[src/verilog/ifxi_pkg.sv]
// constants shared by the interrupt and fp/cp exception intake block
package ifxi_pkg;
    // axi4-lite register byte offsets
    localparam logic [7:0] OFS_CTRL      = 8'h00;
    localparam logic [7:0] OFS_STATUS    = 8'h04;
    localparam logic [7:0] OFS_SAVED_PC  = 8'h08;
    localparam logic [7:0] OFS_SAVED_NPC = 8'h0C;
    localparam logic [7:0] OFS_TRAP_TYPE = 8'h10;
    // ctrl fields
    localparam int CTRL_TRAP_ENABLE_BIT = 0;
    localparam int CTRL_PIL_LSB         = 4;
    localparam logic [31:0] CTRL_RESET  = 32'h0000_0000;
    // status fields
    localparam int STAT_LEVEL_LSB   = 0;
    localparam int STAT_VALID_BIT   = 4;
    localparam int STAT_INT_REQ_BIT = 5;
    localparam int STAT_FP_PEND_BIT = 6;
    localparam int STAT_CP_PEND_BIT = 7;
    localparam int STAT_SLIP_BIT    = 8;
    // axi responses
    localparam logic [1:0] RESP_OKAY   = 2'h0;
    localparam logic [1:0] RESP_SLVERR = 2'h2;
    // interrupt levels and trap types
    localparam logic [3:0] LEVEL_NONE    = 4'h0;
    localparam logic [3:0] LEVEL_NMI     = 4'hF;
    localparam logic [7:0] TT_INT_BASE   = 8'h10;
    localparam logic [7:0] TT_FP_EXC     = 8'h08;
    localparam logic [7:0] TT_CP_EXC     = 8'h28;
    localparam logic [31:0] PC_STEP      = 32'h0000_0004;
    // register selector codes
    typedef enum logic [2:0] {
        SEL_CTRL   = 3'b000,
        SEL_STATUS = 3'b001,
        SEL_PC     = 3'b010,
        SEL_NPC    = 3'b011,
        SEL_TT     = 3'b100,
        SEL_NONE   = 3'b111
    } ifxi_sel_e;
    // interrupt take sequencer
    typedef enum logic [1:0] {
        ST_IDLE = 2'b00,
        ST_SLIP = 2'b01
    } ifxi_state_e;
endpackage
[src/verilog/ifxi_intake.sv]
// interrupt request and fp/cp exception intake of the integer unit
//
// Chosen here: the placing of the registers and the AXI4-Lite interface to the registers.
`timescale 1ns/10ps
module ifxi_intake
    import ifxi_pkg::*;
(
    input  wire logic        I_CLK_SYS,
    input  wire logic        I_SRST,
    input  wire logic [3:0]  I_INTERRUPT_REQUEST_LEVEL,
    input  wire logic        I_FP_EXCEPTION_REQUEST_N,
    input  wire logic        I_CP_EXCEPTION_REQUEST_N,
    input  wire logic        I_EXEC_DONE,
    input  wire logic        I_HOLD,
    input  wire logic        I_SYNC_TRAP,
    input  wire logic        I_FP_INSTR,
    input  wire logic        I_CP_INSTR,
    input  wire logic        I_ANNUL_BRANCH,
    input  wire logic        I_BRANCH_TAKEN,
    input  wire logic [31:0] I_EXEC_PC,
    input  wire logic [31:0] I_EXEC_NPC,
    input  wire logic [31:0] I_BRANCH_PC,
    input  wire logic [31:0] I_TARGET_PC,
    output logic             O_INTERRUPT_ACKNOWLEDGE,
    output logic             O_FP_EXCEPTION_ACKNOWLEDGE,
    output logic             O_CP_EXCEPTION_ACKNOWLEDGE,
    output logic             O_TRAP_TAKEN,
    output logic      [7:0]  O_TRAP_TYPE,
    output logic      [31:0] O_SAVE_R17,
    output logic      [31:0] O_SAVE_R18,
    input  wire logic        I_AWVALID,
    input  wire logic [7:0]  I_AWADDR,
    output logic             O_AWREADY,
    input  wire logic        I_WVALID,
    input  wire logic [31:0] I_WDATA,
    input  wire logic [3:0]  I_WSTRB,
    output logic             O_WREADY,
    output logic             O_BVALID,
    output logic      [1:0]  O_BRESP,
    input  wire logic        I_BREADY,
    input  wire logic        I_ARVALID,
    input  wire logic [7:0]  I_ARADDR,
    output logic             O_ARREADY,
    output logic             O_RVALID,
    output logic      [31:0] O_RDATA,
    output logic      [1:0]  O_RRESP,
    input  wire logic        I_RREADY
);
    function automatic ifxi_sel_e decode(input logic [7:0] addr);
        case (addr)
            OFS_CTRL:      decode = SEL_CTRL;
            OFS_STATUS:    decode = SEL_STATUS;
            OFS_SAVED_PC:  decode = SEL_PC;
            OFS_SAVED_NPC: decode = SEL_NPC;
            OFS_TRAP_TYPE: decode = SEL_TT;
            default:       decode = SEL_NONE;
        endcase
    endfunction

    function automatic logic [31:0] step(input logic [31:0] pc);
        step = pc + PC_STEP;
    endfunction

    ////////////////////////////////////////////////////////////////////////////
    logic [3:0]  acc_level;
    logic        acc_valid;
    ifxi_irl_sync u_sync (
        .i_clk   (I_CLK_SYS),
        .i_srst  (I_SRST),
        .i_level (I_INTERRUPT_REQUEST_LEVEL),
        .o_level (acc_level),
        .o_valid (acc_valid)
    );

    logic [31:0] ctrl;
    logic [1:0]  fp_sync;
    logic [1:0]  cp_sync;
    logic        fp_acked;
    logic        cp_acked;
    ifxi_state_e state;
    logic [3:0]  slip_level;
    logic [31:0] slip_r17;
    logic [31:0] slip_r18;
    logic [1:0]  next_fp_sync;
    logic [1:0]  next_cp_sync;
    logic        next_fp_acked;
    logic        next_cp_acked;
    ifxi_state_e next_state;
    logic [3:0]  next_slip_level;
    logic [31:0] next_slip_r17;
    logic [31:0] next_slip_r18;
    logic        next_int_ack;
    logic        next_fp_ack;
    logic        next_cp_ack;
    logic        next_taken;
    logic [7:0]  next_tt;
    logic [31:0] next_r17;
    logic [31:0] next_r18;
    logic        trap_enable;
    logic [3:0]  processor_interrupt_level;
    logic        int_req;
    logic        fp_trap;
    logic        cp_trap;
    logic        advance;

    assign trap_enable = ctrl[CTRL_TRAP_ENABLE_BIT];
    assign processor_interrupt_level         = ctrl[CTRL_PIL_LSB +: 4];
    assign int_req = trap_enable && acc_valid && acc_level != LEVEL_NONE
                   && (acc_level == LEVEL_NMI || acc_level > processor_interrupt_level);
    // fp/cp pins are active low and asynchronous; the second flop is the one read
    assign fp_trap = fp_sync[1] && !fp_acked && I_FP_INSTR;
    assign cp_trap = cp_sync[1] && !cp_acked && I_CP_INSTR;
    // an execute stage that completes without a hold is the only decision point
    assign advance = I_EXEC_DONE && !I_HOLD;

    always_comb begin
        next_fp_sync    = {fp_sync[0], !I_FP_EXCEPTION_REQUEST_N};
        next_cp_sync    = {cp_sync[0], !I_CP_EXCEPTION_REQUEST_N};
        // set wins: a take in the same cycle as the pending drop stays marked
        next_fp_acked   = fp_acked && fp_sync[1];
        next_cp_acked   = cp_acked && cp_sync[1];
        next_state      = state;
        next_slip_level = slip_level;
        next_slip_r17   = slip_r17;
        next_slip_r18   = slip_r18;
        next_int_ack    = 1'b0;
        next_fp_ack     = 1'b0;
        next_cp_ack     = 1'b0;
        next_taken      = 1'b0;
        next_tt         = O_TRAP_TYPE;
        next_r17        = O_SAVE_R17;
        next_r18        = O_SAVE_R18;
        case (state)
            ST_IDLE: begin
                if (advance && fp_trap) begin
                    next_fp_ack   = 1'b1;
                    next_fp_acked = 1'b1;
                    next_taken    = 1'b1;
                    next_tt       = TT_FP_EXC;
                    next_r17      = I_EXEC_PC;
                    next_r18      = I_EXEC_NPC;
                end else if (advance && cp_trap) begin
                    next_cp_ack   = 1'b1;
                    next_cp_acked = 1'b1;
                    next_taken    = 1'b1;
                    next_tt       = TT_CP_EXC;
                    next_r17      = I_EXEC_PC;
                    next_r18      = I_EXEC_NPC;
                end else if (advance && !I_SYNC_TRAP && int_req) begin
                    if (I_ANNUL_BRANCH) begin
                        next_state      = ST_SLIP;
                        next_slip_level = acc_level;
                        // the annulled slot is skipped, so it is never the saved pc
                        next_slip_r17   = I_BRANCH_TAKEN ? I_TARGET_PC : I_BRANCH_PC;
                        next_slip_r18   = I_BRANCH_TAKEN ? step(I_TARGET_PC)
                                                         : step(I_BRANCH_PC);
                    end else begin
                        next_int_ack = 1'b1;
                        next_taken   = 1'b1;
                        next_tt      = TT_INT_BASE + {4'h0, acc_level};
                        next_r17     = I_EXEC_PC;
                        next_r18     = I_BRANCH_TAKEN ? I_TARGET_PC : I_EXEC_NPC;
                    end
                end
            end
            ST_SLIP: begin
                if (!I_HOLD) begin
                    next_state   = ST_IDLE;
                    next_int_ack = 1'b1;
                    next_taken   = 1'b1;
                    next_tt      = TT_INT_BASE + {4'h0, slip_level};
                    next_r17     = slip_r17;
                    next_r18     = slip_r18;
                end
            end
            default: begin
                next_state = ST_IDLE;
            end
        endcase
    end

    always_ff @(posedge I_CLK_SYS) begin
        if (I_SRST) begin
            fp_sync                    <= 2'h0;
            cp_sync                    <= 2'h0;
            fp_acked                   <= 1'b0;
            cp_acked                   <= 1'b0;
            state                      <= ST_IDLE;
            slip_level                 <= LEVEL_NONE;
            slip_r17                   <= 32'h0000_0000;
            slip_r18                   <= 32'h0000_0000;
            O_INTERRUPT_ACKNOWLEDGE    <= 1'b0;
            O_FP_EXCEPTION_ACKNOWLEDGE <= 1'b0;
            O_CP_EXCEPTION_ACKNOWLEDGE <= 1'b0;
            O_TRAP_TAKEN               <= 1'b0;
            O_TRAP_TYPE                <= 8'h00;
            O_SAVE_R17                 <= 32'h0000_0000;
            O_SAVE_R18                 <= 32'h0000_0000;
        end else begin
            fp_sync                    <= next_fp_sync;
            cp_sync                    <= next_cp_sync;
            fp_acked                   <= next_fp_acked;
            cp_acked                   <= next_cp_acked;
            state                      <= next_state;
            slip_level                 <= next_slip_level;
            slip_r17                   <= next_slip_r17;
            slip_r18                   <= next_slip_r18;
            O_INTERRUPT_ACKNOWLEDGE    <= next_int_ack;
            O_FP_EXCEPTION_ACKNOWLEDGE <= next_fp_ack;
            O_CP_EXCEPTION_ACKNOWLEDGE <= next_cp_ack;
            O_TRAP_TAKEN               <= next_taken;
            O_TRAP_TYPE                <= next_tt;
            O_SAVE_R17                 <= next_r17;
            O_SAVE_R18                 <= next_r18;
        end
    end

    ////////////////////////////////////////////////////////////////////////////
    // axi4-lite slave: address and data held independently, one write and one read at a time
    logic        aw_full;
    logic        w_full;
    logic [7:0]  aw_addr;
    logic [31:0] w_data;
    logic [3:0]  w_strb;
    logic        next_aw_full;
    logic        next_w_full;
    logic [7:0]  next_aw_addr;
    logic [31:0] next_w_data;
    logic [3:0]  next_w_strb;
    logic [31:0] next_ctrl;
    logic        next_bvalid;
    logic [1:0]  next_bresp;
    logic        next_arvalid_ok;
    logic        next_rvalid;
    logic [31:0] next_rdata;
    logic [1:0]  next_rresp;
    logic [31:0] status;

    always_comb begin
        status = 32'h0000_0000;
        status[STAT_LEVEL_LSB +: 4] = acc_level;
        status[STAT_VALID_BIT]      = acc_valid;
        status[STAT_INT_REQ_BIT]    = int_req;
        status[STAT_FP_PEND_BIT]    = fp_sync[1];
        status[STAT_CP_PEND_BIT]    = cp_sync[1];
        status[STAT_SLIP_BIT]       = (state == ST_SLIP);
    end

    always_comb begin
        next_aw_full = aw_full || (I_AWVALID && O_AWREADY);
        next_w_full  = w_full || (I_WVALID && O_WREADY);
        next_aw_addr = (I_AWVALID && O_AWREADY) ? I_AWADDR : aw_addr;
        next_w_data  = (I_WVALID && O_WREADY) ? I_WDATA : w_data;
        next_w_strb  = (I_WVALID && O_WREADY) ? I_WSTRB : w_strb;
        next_ctrl    = ctrl;
        next_bvalid  = O_BVALID && !I_BREADY;
        next_bresp   = O_BRESP;
        if (aw_full && w_full && !O_BVALID) begin
            next_aw_full = 1'b0;
            next_w_full  = 1'b0;
            next_bvalid  = 1'b1;
            next_bresp   = RESP_SLVERR;
            if (decode(aw_addr) == SEL_CTRL) begin
                next_bresp = RESP_OKAY;
                if (w_strb[0]) begin
                    next_ctrl[7:0] = w_data[7:0];
                end
            end
        end
        next_rvalid     = O_RVALID && !I_RREADY;
        next_rdata      = O_RDATA;
        next_rresp      = O_RRESP;
        next_arvalid_ok = I_ARVALID && O_ARREADY;
        if (next_arvalid_ok) begin
            next_rvalid = 1'b1;
            next_rresp  = RESP_OKAY;
            case (decode(I_ARADDR))
                SEL_CTRL:   next_rdata = ctrl;
                SEL_STATUS: next_rdata = status;
                SEL_PC:     next_rdata = O_SAVE_R17;
                SEL_NPC:    next_rdata = O_SAVE_R18;
                SEL_TT:     next_rdata = {24'h00_0000, O_TRAP_TYPE};
                default: begin
                    next_rdata = 32'h0000_0000;
                    next_rresp = RESP_SLVERR;
                end
            endcase
        end
    end

    always_ff @(posedge I_CLK_SYS) begin
        if (I_SRST) begin
            aw_full   <= 1'b0;
            w_full    <= 1'b0;
            aw_addr   <= 8'h00;
            w_data    <= 32'h0000_0000;
            w_strb    <= 4'h0;
            ctrl      <= CTRL_RESET;
            O_AWREADY <= 1'b0;
            O_WREADY  <= 1'b0;
            O_BVALID  <= 1'b0;
            O_BRESP   <= RESP_OKAY;
            O_ARREADY <= 1'b0;
            O_RVALID  <= 1'b0;
            O_RDATA   <= 32'h0000_0000;
            O_RRESP   <= RESP_OKAY;
        end else begin
            aw_full   <= next_aw_full;
            w_full    <= next_w_full;
            aw_addr   <= next_aw_addr;
            w_data    <= next_w_data;
            w_strb    <= next_w_strb;
            ctrl      <= next_ctrl;
            O_AWREADY <= !next_aw_full && !next_bvalid;
            O_WREADY  <= !next_w_full && !next_bvalid;
            O_BVALID  <= next_bvalid;
            O_BRESP   <= next_bresp;
            O_ARREADY <= !next_rvalid;
            O_RVALID  <= next_rvalid;
            O_RDATA   <= next_rdata;
            O_RRESP   <= next_rresp;
        end
    end
endmodule

[src/verilog/ifxi_irl_sync.sv]
// request level synchroniser with agreement filter
`timescale 1ns/10ps
module ifxi_irl_sync
    import ifxi_pkg::*;
(
    input  wire logic       i_clk,
    input  wire logic       i_srst,
    input  wire logic [3:0] i_level,
    output logic      [3:0] o_level,
    output logic            o_valid
);
    // meta flop first, so the comparison never looks at a possibly metastable flop
    logic [3:0] meta;
    logic [3:0] stage_a;
    logic [3:0] stage_b;
    logic [3:0] next_meta;
    logic [3:0] next_stage_a;
    logic [3:0] next_stage_b;
    logic [3:0] next_level;
    logic       next_valid;

    always_comb begin
        next_meta    = i_level;
        next_stage_a = meta;
        next_stage_b = stage_a;
        next_valid   = (stage_a == stage_b);
        next_level   = (stage_a == stage_b) ? stage_b : LEVEL_NONE;
    end

    always_ff @(posedge i_clk) begin
        if (i_srst) begin
            meta    <= LEVEL_NONE;
            stage_a <= LEVEL_NONE;
            stage_b <= LEVEL_NONE;
            o_level <= LEVEL_NONE;
            o_valid <= 1'b0;
        end else begin
            meta    <= next_meta;
            stage_a <= next_stage_a;
            stage_b <= next_stage_b;
            o_level <= next_level;
            o_valid <= next_valid;
        end
    end
endmodule

[config.mk]
export PLATFORM = sky130hd
export DESIGN_NAME = ifxi_intake
export DESIGN_NICKNAME = d
export VERILOG_FILES = /design/src/verilog/ifxi_pkg.sv /design/src/verilog/ifxi_intake.sv /design/src/verilog/ifxi_irl_sync.sv
export SDC_FILE = /design/constraint.sdc
export NUM_CORES = 1
export LEC_CHECK = 0
export ABC_CLOCK_PERIOD_IN_PS = 2800
export BUFFER_PORTS_ARGS = -buffer_cell sky130_fd_sc_hd__buf_2
export CELL_PAD_IN_SITES_DETAIL_PLACEMENT = 1
export CELL_PAD_IN_SITES_GLOBAL_PLACEMENT = 1
export CORE_MARGIN = 2
export CORE_UTILIZATION = 36
export CTS_BUF_LIST = sky130_fd_sc_hd__clkbuf_4
export CTS_CLUSTER_SIZE = 16
export DETAILED_ROUTE_END_ITERATION = 8
export HOLD_SLACK_MARGIN = 0.15
export PLACE_DENSITY = 0.81
export SYNTH_ARGS = -nofsm -noshare
export SYNTH_HDL_FRONTEND = slang
export SYNTH_HIERARCHICAL = 1
export SYNTH_SLANG_ARGS = --single-unit
[constraint.sdc]
create_clock -name I_CLK_SYS -period 2.8 [get_ports I_CLK_SYS]
set_clock_uncertainty 0.2 [all_clocks]
set_input_delay 0.42 -clock I_CLK_SYS [delete_from_list [all_inputs] [get_ports I_CLK_SYS]]
set_output_delay 0.42 -clock I_CLK_SYS [all_outputs]
set_load 0.03 [all_outputs]
### Yosys cells after proc, flatten, opt, wreduce, memory -nomap -nowiden

Index checks and enable logic that the tools add are counted.

* add/subtract/negate cells: 4
* order comparisons: 1
* equality and inequality tests: 22
* multiplexer cells: 54
* bitwise operators: 4
* reduce and logical (&&, ||, !) cells: 54

Operators by type and width (number)
* 2-to-1 mux 32 bit: 13
* one-hot mux 32 bit (5 select lines): 1
* one-hot mux 32 bit (2 select lines): 2
* adder 32 x 3 -> 32 bit (second input constant): 2
* 2-to-1 mux 8 bit: 5
* == test 8 x 4 -> 1 bit (second input constant): 4
* one-hot mux 3 bit (5 select lines): 2
* logical AND 1 bit: 23
* 2-to-1 mux 1 bit: 18
* == test 8 x 3 -> 1 bit (second input constant): 2
* == test 8 x 5 -> 1 bit (second input constant): 2
* zero test 8 bit: 2
* one-hot mux 8 bit (2 select lines): 1
* 2-to-1 mux 2 bit: 7
* zero test 1 bit: 13
* adder 5 x 4 -> 6 bit (first input constant): 2
* inequality test 2 bit (second input constant): 5
* AND reduction 5 bit: 2
* inequality test 4 bit (second input constant): 2
* == test 3 x 2 -> 1 bit (second input constant): 2
* zero test 3 bit: 2
* 2-to-1 mux 3 bit: 2
* OR reduction 5 bit: 1
* == test 4 bit: 1
* other kinds (16): 23

* register bits after elaboration: 237
* output and inout bits: 117
* logic and storage cells: 173

### Depth between registers and ports, before layout

* depth after elaboration: 8
* depth in mapped cells: 12

### Modules after synthesis

Netlist, hierarchy kept.

By module, submodules not included
* ifxi_intake: times used 1, cells each 1170, area an instance 10186.0 um2
* ifxi_irl_sync: times used 1, cells each 43, area an instance 513.0 um2

### Worst setup path before layout

No wires, ideal clock.

* path type: input to register
* start: in I_BRANCH_TAKEN
* end: reg slip_r18[24]
* library setup time: 0.123 ns
* arrival: 2.616 ns
* required time: 2.477 ns
* setup slack: -0.139 ns
* stages: 12
* path through: buf_6 -> buf_2 -> buf_2 -> buf_2 -> mux2_2 -> ha_1 -> nand4_1 -> a21oi_1 -> nand4_1 -> nor2_1 -> and4_1 -> a311o_2

* cells in the longest elaborated chain, start to end: 1

RTL lines
* start, declared: RTL line ifxi_intake.sv:19 `input wire logic I_BRANCH_TAKEN,`
* 2-to-1 mux 32 bit: RTL line ifxi_intake.sv:155 `next_slip_r18 = I_BRANCH_TAKEN ? step(I_TARGET_PC)`
* end signal, assigned: RTL line ifxi_intake.sv:207 `slip_r18 <= next_slip_r18;`
* end, declared: RTL line ifxi_intake.sv:83 `logic [31:0] slip_r18;`

Every way passes these cells.
A chain may end at the register's enable or synchronous reset.

### Worst setup path in the final report

* start: in I_ARADDR[6]
* end: reg O_RDATA[0]

* cells in the longest elaborated chain, start to end: 5

RTL lines
* start, declared: RTL line ifxi_intake.sv:42 `input wire logic [7:0] I_ARADDR,`
* == test 8 x 5 -> 1 bit, or another cell as far along: RTL line ifxi_intake.sv:50 `case (addr)`
* one-hot mux 3 bit (5 select lines) (*): RTL line ifxi_intake.sv:50
* 2-to-1 mux 3 bit (*): RTL line ifxi_intake.sv:274 `if (next_arvalid_ok) begin`
* == test 3 bit, or another cell as far along: RTL line ifxi_intake.sv:277 `case (decode(I_ARADDR))`
* one-hot mux 32 bit (5 select lines) (*): RTL line ifxi_intake.sv:277
* end signal, assigned: RTL line ifxi_intake.sv:320 `O_RDATA <= next_rdata;`
* end, declared: RTL line ifxi_intake.sv:45 `output logic [31:0] O_RDATA,`

Mark *: on every way between the ends. The rest lies on a longest branch, timed or not. The select of a mux whose other input is x is not followed.

==> flow_metrics.env <==
export IMPL_run_status="finished with violations"
export IMPL_violations="setup timing"
export IMPL_dieArea_mm2=0.0311
export IMPL_htree_levels=3
export IMPL_drv_slew=0
export IMPL_crit_family="buffers and inverters"
export IMPL_instances_no_fill=2189
export IMPL_critPathArrivalTime_ps=3170
export IMPL_cts_tree="yes"
export IMPL_layout_setup_ws_ps=-52.7
export IMPL_place_congestion=0.905
export IMPL_cts_sinks=230
export IMPL_hold_path_class="in -> reg"
export IMPL_drc=0
export IMPL_clk_pin_slew_ps=60
export IMPL_grt_first_pass_wirelength_um=76200
export IMPL_critPathSlowestCell="a222oi_1"
export IMPL_worstHoldStart="I_TARGET_PC[21]"
export IMPL_place_area_mm2=0.0127
export IMPL_final_area_mm2=0.0159
export IMPL_tightest_slew_ps=688
export IMPL_place_inst=1839
export IMPL_start_util=0.363
export IMPL_r2r_end="O_SAVE_R17[1]"
export IMPL_drt_total_wl_um=50700
export IMPL_p_leak_nw=6.54
export IMPL_relSlewSlack=0.541
export IMPL_setup_viol=1
export IMPL_crit_fanout=12
export IMPL_first_pass_iters=5
export IMPL_ir_drop_mv=0.228
export IMPL_grt_pass1_vias=13400
export IMPL_path_depth=10
export IMPL_fp_dieW_um=176
export IMPL_ff2ff_path_depth=10
export IMPL_finalHoldViolations=0
export IMPL_worstPathRequired_ps=3120
export IMPL_cts_root_buffer_cell="clkbuf_4"
export IMPL_portBuffers=285
export IMPL_ys_ff_latch=230
export IMPL_final_cell_mix="284 x buf_2, 236 x dlygate4sd3_1, 228 x dfxtp_1, 163 x nand2_1, 115 x nor2_1"
export IMPL_crit_type="in -> reg"
export IMPL_die_h_um=176
export IMPL_wl_per_cell_um=23.1
export IMPL_detail_route_antenna_nets=0
export IMPL_r2r_start="ctrl[5]"
export IMPL_syn2layout_area_growth_pct=49.0
export IMPL_synth_ff_type="dfxtp_1"
export IMPL_grt_setup_unrepaired="no"
export IMPL_dp_hpwl_um=28600
export IMPL_whs_path_depth=5
export IMPL_grt_max_degree=95
export IMPL_synth_warnings=6
export IMPL_maxCapViolations=0
export IMPL_core_area_mm2=0.0295
export IMPL_dp_slack_ps=-37.8
export IMPL_yosysUniqueCellTypes=75
export IMPL_cts_inserted_buffers=67
export IMPL_synth_edf_count=0
export IMPL_drive_above_1_share=0.282
export IMPL_async_flop_share=0
export IMPL_final_common_cell="buf_2"
export IMPL_r2r_slack_ps=30
export IMPL_num_nets_final=1960
export IMPL_cts_path_max_buffers=3
export IMPL_power_density_mw_per_mm2=481
export IMPL_setup_tns_final_ps=-52.7
export IMPL_clk_insertion_delay_late_ps=650
export IMPL_endpoint_kind="flop"
export IMPL_seq_area_frac_synth=0.430
export IMPL_io_pins=317
export IMPL_grt_overflow=0
export IMPL_min_to="slip_r18[21]"
export IMPL_post_route_period_util=1.02
export IMPL_syn_inst=1213
export IMPL_row_count=63
export IMPL_track_usage=0.317
export IMPL_min_period_ps=2850
export IMPL_startpoint_type="primary input"
export IMPL_synth_area_mm2=0.0107
export IMPL_critPathBufInv=5
export IMPL_clock_fmax_mhz=351
export IMPL_antenna_found_initial=9
export IMPL_vias_per_cell=5.60
export IMPL_max_stage_delay_ps=570
export IMPL_vias=12300
export IMPL_crit_chain="dlygate4sd3_1 > buf_2 > nor3_1 > dlygate4sd3_1 > buf_4 > and3_1 > buf_4 > a222oi_1 > a2bb2oi_1 > nor2_1"
export IMPL_syn_area_per_cell_um2=8.82
export IMPL_drt_iter0_drc=934
## logic make-up after synthesis
kind of cell | after synthesis | share of synthesized area
flops | 230 | 0.430
buf+inv | 115 | 0.0468
mux | 111 | 0.110
simple gates | 423 | 0.188
other cells | 1 | 0.000350
compound gates | 307 | 0.201
fa+ha+maj | 5 | 0.00585
xor+xnor | 21 | 0.0172
## worst max path at each step
| stage | startpoint | end |
|---|---|---|
| floorplan | I_BRANCH_TAKEN | slip_r18[28] |
| global placement | I_BRANCH_TAKEN | slip_r18[26] |
| detailed placement | I_BRANCH_TAKEN | slip_r18[31] |
| CTS | I_HOLD | O_SAVE_R18[23] |
| global route | I_ARADDR[6] | O_RDATA[21] |
| finish | I_ARADDR[6] | O_RDATA[0] |
## timing repair
action	4_1_cts	5_1_grt
setup buffers	0	1
gates resized for setup	0	7
setup endpoints to repair	0	22
hold buffers	235	1
endpoints found under the hold margin	193	1
## metal layers
metal  vias to the layer above  track usage  wire length [µm]
met3                       170       0.0558              3190
met1                      6012        0.361             19500
met2                       593        0.561             25500
met5                         -            0                 0
li1                       5489            -                 -
met4                         0        0.176              2540
## through the flow
step / hold WS [ps] / util / power, W
final: 239 / 0.541 / 0.00766
after global routing: 214 / 0.541 / 0.00799
after CTS: 160 / 0.538 / 0.00758
after detailed placement: 226 / 0.431 / 0.00415
after global placement: 220 / 0.431 / 0.00413
after floorplan: 211 / - / 0.00384
## cells in the mapped netlist, types with 6 or more instances
cell | count | share of area
nand4_1 | 13 | 0.0076
nor3_1 | 15 | 0.0070
a22oi_1 | 25 | 0.018
nor2b_1 | 16 | 0.0094
clkbuf_1 | 56 | 0.020
nand3_1 | 20 | 0.0094
inv_1 | 12 | 0.0042
a22o_1 | 23 | 0.019
xor2_1 | 8 | 0.0065
buf_2 | 37 | 0.017
a21oi_1 | 90 | 0.042
mux2i_1 | 74 | 0.069
nand2b_1 | 21 | 0.012
mux2_2 | 35 | 0.037
nor2_1 | 115 | 0.040
o211ai_1 | 20 | 0.014
o21ai_0 | 16 | 0.0075
nand4b_1 | 6 | 0.0049
nand2_1 | 163 | 0.057
o22ai_1 | 11 | 0.0064
a222oi_1 | 6 | 0.0056
a211oi_1 | 52 | 0.036
a32o_1 | 15 | 0.014
nor4_1 | 8 | 0.0047
o21a_1 | 11 | 0.0077
dfxtp_1 | 230 | 0.43
xnor2_1 | 13 | 0.011
and3_1 | 6 | 0.0035
## sequential cells by signal, summed over array words and instances (netlist names), 2 cells and up
name                 flops
O_RDATA                 32
O_SAVE_R17              32
O_SAVE_R18              32
O_TRAP_TYPE              6
aw_addr                  8
cp_sync                  2
ctrl                     8
fp_sync                  2
slip_level               4
slip_r17                32
slip_r18                30
u_sync/meta              4
u_sync/next_stage_b      4
u_sync/o_level           4
u_sync/stage_b           4
w_data                   8
## worst register-to-register path, delay by kind of cell (launching register included)
| kind | cells | cell delay (ps) |
|---|---|---|
| AOI/OAI and AO/OA | 4 | 1110 |
| buffers and inverters | 3 | 490 |
| adders and majority gates | 1 | 270 |
| and+or+nand+nor | 2 | 170 |
| DFF | 1 | 370 |
## where the power goes
| part | total (W) | switching, W | internal [W] |
|---|---|---|---|
| registers | 0.00337 | 0.0000459 | 0.00332 |
| clock network | 0.00324 | 0.00151 | 0.00173 |
| logic | 0.00105 | 0.000539 | 0.000514 |
## area by class of cell
cell class,count,area (µm²)
diodes,9,22.5
clock buffers,88,661
clock inverters,16,153
fillers,3481,13500
inverters,12,45.0
multi-input cells,871,5670
flip-flops and latches,230,4610
well taps,390,488
repair buffers,573,4290
Note: power is estimated with default switching activity, not from simulation.
